[src/ccp_pkg.sv]
/*
 * Shared constants and types for the configuration-control pin logic.
 * Assumes every file of the block imports this package.
 */
package ccp_pkg;

	localparam int MODE_W      = 4;
	localparam int PLL_W       = 8;
	localparam int FRAME_W     = 16;
	localparam int SYNC_W      = 7;
	localparam int IDX_RESTART = 0;
	localparam int IDX_RDCFG   = 1;
	localparam int IDX_INIT    = 2;
	localparam int IDX_MODE_LO = 3;
	localparam int IDX_MODE_HI = 6;

	// Every synchronised pin has a pull-up, so each one idles high.
	localparam logic [SYNC_W-1:0]  SYNC_RST   = 7'h7f;
	localparam logic [MODE_W-1:0]  MODE_RST   = 4'h0;
	localparam logic [FRAME_W-1:0] FRAME_ZERO = 16'h0000;
	localparam logic [FRAME_W-1:0] FRAME_STEP = 16'h0001;
	localparam logic [PLL_W-1:0]   PLL_HIZ    = 8'h00;

	typedef enum logic [1:0] {
		CCP_CLEAR,
		CCP_WAIT,
		CCP_CONFIG,
		CCP_USER
	} ccp_state_t;

endpackage

[src/ccp_pin_if.sv]
/*
 * Bundle between the pin synchroniser and the control logic.
 * Assumes raw pins are asynchronous to ref_clk.
 */
`timescale 1ns/100ps
interface ccp_pin_if;
	import ccp_pkg::*;

	logic [SYNC_W-1:0] raw;
	logic [SYNC_W-1:0] clean;

	modport sync (input raw, output clean);
	modport ctrl (output raw, input clean);
endinterface

[src/ccp_pin_sync.sv]
/*
 * Three-stage synchroniser for the asynchronous control pins.
 * Assumes ref_clk and an asynchronous active-low rstn.
 */
`timescale 1ns/100ps
module ccp_pin_sync (
	// Clock and reset
	input  wire logic ref_clk,
	input  wire logic rstn,
	// Pins
	ccp_pin_if.sync   pins
);
	import ccp_pkg::*;

	wire [SYNC_W-1:0] clean_bits;

	genvar i;
	generate
		for (i = 0; i < SYNC_W; i++) begin : g_bit
			// Each bit owns its flops, so no register is written by more than one process.
			logic s1_reg;
			logic s2_reg;
			logic s3_reg;
			logic clean_reg;
			wire  agree;

			assign agree         = s2_reg == s3_reg;
			assign clean_bits[i] = clean_reg;
			// A new level is taken only once the last two stages agree, which filters a one-cycle glitch.
			always_ff @(posedge ref_clk or negedge rstn) begin
				if (!rstn) begin
					s1_reg    <= SYNC_RST[i];
					s2_reg    <= SYNC_RST[i];
					s3_reg    <= SYNC_RST[i];
					clean_reg <= SYNC_RST[i];
				end else begin
					s1_reg <= pins.raw[i];
					s2_reg <= s1_reg;
					s3_reg <= s2_reg;
					if (agree) begin
						clean_reg <= s3_reg;
					end
				end
			end
		end
	endgenerate

	assign pins.clean = clean_bits;
endmodule

[src/ccp_config_ctrl.sv]
/*
 * Configuration-control pin logic: restart, init handshake, mode capture,
 * global tristate, readback start, error or interrupt pin and PLL pin release.
 * Assumes ref_clk at 25 MHz; pins arrive asynchronously and are synchronised here.
 */
`timescale 1ns/100ps
module ccp_config_ctrl (
	// Clock and reset
	input  wire logic                        ref_clk,
	input  wire logic                        rstn,
	// Configuration pins
	input  wire logic                        config_restart_n,
	input  wire logic                        rd_cfg_n,
	input  wire logic                        init_in,
	output wire logic                        init_out,
	output wire logic                        init_oe,
	input  wire logic [ccp_pkg::MODE_W-1:0]  mode_pins,
	// Core status and options
	input  wire logic                        mem_clear_done,
	input  wire logic                        cfg_done,
	input  wire logic                        readback_opt,
	input  wire logic                        init_failed,
	input  wire logic                        host_processor_port,
	input  wire logic                        host_irq_req,
	// Readback and boundary-scan
	input  wire logic                        bscan_active,
	input  wire logic                        tdo_bit,
	input  wire logic                        readback_bit,
	input  wire logic                        frame_advance,
	input  wire logic                        readback_end,
	output wire logic                        readback_start,
	output wire logic                        readback_busy,
	output wire logic [ccp_pkg::FRAME_W-1:0] frame_addr,
	output wire logic                        rd_data_tdo,
	// Control outputs and the PLL usage input
	output wire logic                        bscan_reset,
	output wire logic                        config_abort,
	output wire logic                        global_io_tristate,
	output wire logic                        cfg_err_host_irq_n,
	output wire logic [ccp_pkg::MODE_W-1:0]  config_mode,
	output wire logic                        config_mode_valid,
	output wire logic                        configuring,
	input  wire logic [ccp_pkg::PLL_W-1:0]   pll_used,
	output wire logic [ccp_pkg::PLL_W-1:0]   pll_clock_inputs_user_en
);
	import ccp_pkg::*;

	ccp_pin_if pin_bus ();

	ccp_pin_sync u_sync (
		.ref_clk (ref_clk),
		.rstn    (rstn),
		.pins    (pin_bus.sync)
	);

	assign pin_bus.raw = {mode_pins, init_in, rd_cfg_n, config_restart_n};

	ccp_state_t         state_reg;
	ccp_state_t         state_next;
	logic               init_prev_reg;
	logic               rdcfg_prev_reg;
	logic [MODE_W-1:0]  mode_reg;
	logic               mode_valid_reg;
	logic               rb_active_reg;
	logic [FRAME_W-1:0] frame_reg;
	logic               ts_reg;
	logic               err_n_reg;
	logic               rd_data_reg;
	logic               bscan_reset_reg;
	logic               init_oe_reg;
	logic [PLL_W-1:0]   pll_en_reg;

	wire               restart_req;
	wire               rdcfg_lvl;
	wire               init_lvl;
	wire [MODE_W-1:0]  mode_lvl;
	wire               init_rise;
	wire               rdcfg_fall;
	wire               in_config;
	wire               mode_capture;
	wire               rb_start;
	wire               ts_next;
	wire               err_n_next;

	assign restart_req  = ~pin_bus.clean[IDX_RESTART];
	assign rdcfg_lvl    = pin_bus.clean[IDX_RDCFG];
	assign init_lvl     = pin_bus.clean[IDX_INIT];
	assign mode_lvl     = pin_bus.clean[IDX_MODE_HI:IDX_MODE_LO];
	assign init_rise    = init_lvl & ~init_prev_reg;
	assign rdcfg_fall   = rdcfg_prev_reg & ~rdcfg_lvl;
	assign in_config    = state_reg != CCP_USER;
	assign mode_capture = (state_reg == CCP_WAIT) & init_rise & ~restart_req;
	// The host holds the pin high through init, so no false edge is seen there.
	assign rb_start     = (state_reg == CCP_USER) & readback_opt & rdcfg_fall & ~rb_active_reg
	                      & ~restart_req;
	assign ts_next      = in_config ? ~rdcfg_lvl : (~readback_opt & ~rdcfg_lvl);
	assign err_n_next   = host_processor_port ? ~host_irq_req : ~(in_config & init_failed);

	always_comb begin
		state_next = state_reg;
		case (state_reg)
			CCP_CLEAR: begin
				if (mem_clear_done) begin
					state_next = CCP_WAIT;
				end
			end
			CCP_WAIT: begin
				if (init_rise) begin
					state_next = CCP_CONFIG;
				end
			end
			CCP_CONFIG: begin
				if (cfg_done) begin
					state_next = CCP_USER;
				end
			end
			CCP_USER: state_next = CCP_USER;
			default:  state_next = CCP_CLEAR;
		endcase
		if (restart_req) begin
			state_next = CCP_CLEAR;
		end
	end

	always_ff @(posedge ref_clk or negedge rstn) begin
		if (!rstn) begin
			state_reg      <= CCP_CLEAR;
			init_prev_reg  <= SYNC_RST[IDX_INIT];
			rdcfg_prev_reg <= SYNC_RST[IDX_RDCFG];
		end else begin
			state_reg      <= state_next;
			init_prev_reg  <= init_lvl;
			rdcfg_prev_reg <= rdcfg_lvl;
		end
	end

	// The mode is kept across later pin activity; only a new handshake edge replaces it.
	always_ff @(posedge ref_clk or negedge rstn) begin
		if (!rstn) begin
			mode_reg       <= MODE_RST;
			mode_valid_reg <= 1'b0;
		end else if (mode_capture) begin
			mode_reg       <= mode_lvl;
			mode_valid_reg <= 1'b1;
		end else if (restart_req) begin
			mode_valid_reg <= 1'b0;
		end
	end

	always_ff @(posedge ref_clk or negedge rstn) begin
		if (!rstn) begin
			rb_active_reg <= 1'b0;
			frame_reg     <= FRAME_ZERO;
		end else if (restart_req) begin
			rb_active_reg <= 1'b0;
		end else if (rb_start) begin
			rb_active_reg <= 1'b1;
			frame_reg     <= FRAME_ZERO;
		end else if (rb_active_reg) begin
			rb_active_reg <= ~readback_end;
			frame_reg     <= frame_advance ? frame_reg + FRAME_STEP : frame_reg;
		end
	end

	always_ff @(posedge ref_clk or negedge rstn) begin
		if (!rstn) begin
			ts_reg          <= 1'b0;
			err_n_reg       <= 1'b1;
			rd_data_reg     <= 1'b0;
			bscan_reset_reg <= 1'b1;
			init_oe_reg     <= 1'b1;
			pll_en_reg      <= PLL_HIZ;
		end else begin
			ts_reg          <= ts_next;
			err_n_reg       <= err_n_next;
			rd_data_reg     <= bscan_active ? tdo_bit : readback_bit;
			bscan_reset_reg <= restart_req;
			init_oe_reg     <= state_next == CCP_CLEAR;
			pll_en_reg      <= (state_reg == CCP_USER) ? ~pll_used : PLL_HIZ;
		end
	end

	assign init_out                 = 1'b0;
	assign init_oe                  = init_oe_reg;
	assign readback_start           = rb_start;
	assign readback_busy            = rb_active_reg;
	assign frame_addr               = frame_reg;
	assign rd_data_tdo              = rd_data_reg;
	assign bscan_reset              = bscan_reset_reg;
	assign config_abort             = restart_req & (state_reg == CCP_CONFIG);
	assign global_io_tristate       = ts_reg;
	assign cfg_err_host_irq_n       = err_n_reg;
	assign config_mode              = mode_reg;
	assign config_mode_valid        = mode_valid_reg;
	assign configuring              = in_config;
	assign pll_clock_inputs_user_en = pll_en_reg;
endmodule

[config.mk]
export PLATFORM = sky130hd
export DESIGN_NAME = ccp_config_ctrl
export DESIGN_NICKNAME = d
export VERILOG_FILES = /design/src/ccp_pkg.sv /design/src/ccp_pin_if.sv /design/src/ccp_pin_sync.sv /design/src/ccp_config_ctrl.sv
export SDC_FILE = /design/constraint.sdc
export NUM_CORES = 1
export LEC_CHECK = 0
export BUFFER_PORTS_ARGS = -buffer_cell sky130_fd_sc_hd__buf_4
export CAP_MARGIN = 20
export CORE_ASPECT_RATIO = 0.9
export CORE_MARGIN = 2
export CORE_UTILIZATION = 51
export CTS_CLUSTER_DIAMETER = 100
export CTS_CLUSTER_SIZE = 14
export DETAILED_ROUTE_END_ITERATION = 10
export PLACE_DENSITY = 0.78
export SYNTH_ARGS = -nofsm -noshare
export SYNTH_HDL_FRONTEND = slang
export SYNTH_SLANG_ARGS = --single-unit
[constraint.sdc]
create_clock -name ref_clk -period 2.1 [get_ports ref_clk]
set_input_delay 0.315 -clock ref_clk [delete_from_list [all_inputs] [get_ports ref_clk]]
set_output_delay 0.315 -clock ref_clk [all_outputs]
set_load 0.02 [all_outputs]
==> summary.md <==
| Metric | Value |
|---|---|
| Status | completed |
| Setup TNS | 0 ns |
| Most frequent cells after synthesis | dfrtp_1 (34), dfstp_2 (33), nor2_1 (22), nand2_1 (12), maj3_1 (7) |
| Seq/Total Area, Yosys | 0.698 |
| Slew margin rel. | 0.478 |
| Maximum VDD drop | 0.624 mV |
| Yosys cell types | 38 |
| TritonCTS Buffers | 9 |
| Avg Cell Area, Syn | 13.5 µm² |
| Most frequent cell after synthesis | dfrtp_1 |
| EDFF count, synth | 0 |
| Crit end category | output port |
| Layout fillers | 334 |
| Post-detailed-route count of antenna-violating nets | 0 |
| Clock Skew | 0.00721 ns |
| Post-DP HPWL | 3080 µm |
| Via count | 1624 |
| Tcrit/Tclk final | 0.868 |
| Inserted Diodes | 0 |
| Register area | 0.00172 mm² |
| CTS max path bufs | 2 |
| Grt peak-use layer | met2 |
| Crit-path max FO | 9 |
| Die Area | 0.00540 mm² |
| Post-Syn Instances | 182 |
| Area post-placement | 0.00301 mm² |
| Die Y | 69.9 µm |
| Slew Viols, Final | 0 |
| Number of register bits inferred by synthesis | 67 |
| Vias in the first global route | 1614 |
| I/O Pins | 67 |
| Met2 Use GR | 0.277 |
| Syn Nets | 211 |
| Syn-to-layout area delta | 31.8% |
| Initial antenna violation count | 0 |
| Largest net degree at the start of global routing | 68 |
| CP Data Arrival Time | 1.51 ns |
| Hold buffer count at cts | 0 |
| Unrepaired setup endpoints after global routing | no |
| Setup violators final | 0 |
| First DRT Iteration DRCs | 84 |
| CTS root buffer | clkbuf_8 |
| Met1 GRT Util | 0.225 |
| CTS tree | done |
| Worst setup path class | reg -> out |
| Max-Cap Viols | 0 |
| Crit start category | register |
| Clock Latency Late Sink | 0.33 ns |
| Leak | 0.00153 µW |
| Met3 GRT Util | 0.0814 |
| Net Sw Frac | 0.225 |
| # DRC | 0 |
| 1st-pass router iterations | 4 |
| Synth top area cells | dfstp_2 (35%), dfrtp_1 (35%), nor2_1 (3.4%) |
| First-pass GRT wire length | 7440 µm |
| Nets@finish | 283 |
| Post-route cell area | 0.00324 mm² |
| Largest area contributor in the netlist | dfstp_2 |
| Switching power | 687 µW |
| Clock slew at reported path FFs | 0.07 ns |
| WL final | 4480 µm |
| Clk pwr share | 0.400 |
| Worst Hold Class | in -> async |
| Internal power | 2360 µW |
| Pwr dens | 940 mW/mm² |
| Final hold vios | 0 |
| Number of H-tree levels | 3 |
| Initial Util | 0.541 |
| Peak Freq | 548 MHz |
| Ys async rst share | 1.00 |
| All-layer global routing usage | 0.182 |
| Core region area | 0.00455 mm² |
| Die W | 77.2 µm |
| Overall Power | 3050 µW |
| GRT overflow | 0 |
| Least-Margin Pin Slew | 0.784 ns |
| Req. time, crit path | 1.78 ns |
| Post-synth top area share | 0.352 |
| Ys Warns | 0 |
| Avg Vias per Cell | 5.06 |
| Gp weighted congestion | 0.764 |
| IO buf count | 65 |
| Multi-input logic area | 701 µm² |
| Wirelength per Cell | 14.0 µm |
| Post-cts sizing count | 0 |
| Seq pwr share | 0.489 |
| Post-CTS Setup Repair Bufs | 0 |
| Fraction of layout cells with a size suffix above 1 | 0.498 |
| Mapped cell area | 0.00246 mm² |
| Core Rows | 23 |
| Ys flop type | dfrtp_1 |
| Max reg flops | 16 |
| Minimum clock period | 1.82 ns |
| Clock sink count | 67 |
| Logic pwr share | 0.111 |
[power by group through the flow]
stage / registers (µW) / logic (µW) / clock network [µW]
final: 1490 / 339 / 1220
after global routing: 1500 / 364 / 1320
after CTS: 1490 / 347 / 1250
after detailed placement: 1510 / 345 / 0
after global placement: 1510 / 337 / 0
after floorplan: 1570 / 105 / 0
[metal layers]
layer / up-vias / part of all wire
met1: 791 / 0.41
met2: 60 / 0.48
met5: - / 0
met4: 0 / 0.013
met3: 4 / 0.096
li1: 769 / -
[stage by stage]
stage | hold slack (ns) | setup slack [ns] | std cells | utilization
after global placement | 0.346 | 0.497 | 305 | 0.661
after detailed placement | 0.348 | 0.442 | 305 | 0.661
after global routing | 0.0732 | 0.210 | 321 | 0.713
after floorplan | 0.0194 | 0.339 | 182 | -
final | 0.0624 | 0.277 | 321 | 0.713
after CTS | 0.0763 | 0.249 | 321 | 0.713
[final timing paths]
path	startpoint	to	slack [ns]	cells past startpoint
min reg2reg	u_sync.g_bit[6].s1_reg	u_sync.g_bit[6].s2_reg	0.35	0
min	rstn	frame_addr[5]	0.06	1
max	u_sync.g_bit[0].clean_reg	readback_start	0.28	3
max in group asynchronous	rstn	pll_clock_inputs_user_en[2]	1.51	1
max reg2reg	u_sync.g_bit[0].clean_reg	frame_addr[15]	0.45	4
min in group ref_clk	mode_pins[2]	u_sync.g_bit[5].s1_reg	0.09	1
[worst max-delay path: stages, from the launching register on]
cell and delay (ns):
dfstp_2 0.61, inv_2 0.09, nor4_4 0.28, buf_4 0.19
[cell families after synthesis]
family,share of synthesized area
xor gates and xnor gates,0.0320
and+or+nand+nor,0.154
muxes,0.0229
DFF,0.698
AOI/OAI and AO/OA,0.0412
other,0.00152
buffers and inverters,0.0173
adders and majority gates,0.0336
[cells in the final DEF, fill, tap and decap left out, drive strengths merged, types with 3 or more instances in the layout]
| cell type | count |
|---|---|
| o21ai | 5 |
| xnor2 | 5 |
| nand3 | 5 |
| nor3 | 4 |
| dfrtp | 34 |
| nor4 | 3 |
| nand2 | 12 |
| dfstp | 33 |
| nor2 | 23 |
| maj3 | 7 |
| inv | 4 |
| nand4 | 6 |
| and3 | 4 |
| or3 | 3 |
| xor2 | 4 |
| buf | 66 |
| mux2 | 5 |
| clkbuf | 12 |
| a21oi | 6 |
[cell type report]
cell class | instances | share of cell area
multi-input combinational | 106 | 0.216
tap | 62 | 0.0239
clock buffer | 12 | 0.0513
timing repair buffer | 66 | 0.153
clock inverter | 4 | 0.0216
inverter | 4 | 0.00463
sequential | 67 | 0.530
Power figures use the tool's default switching activity.
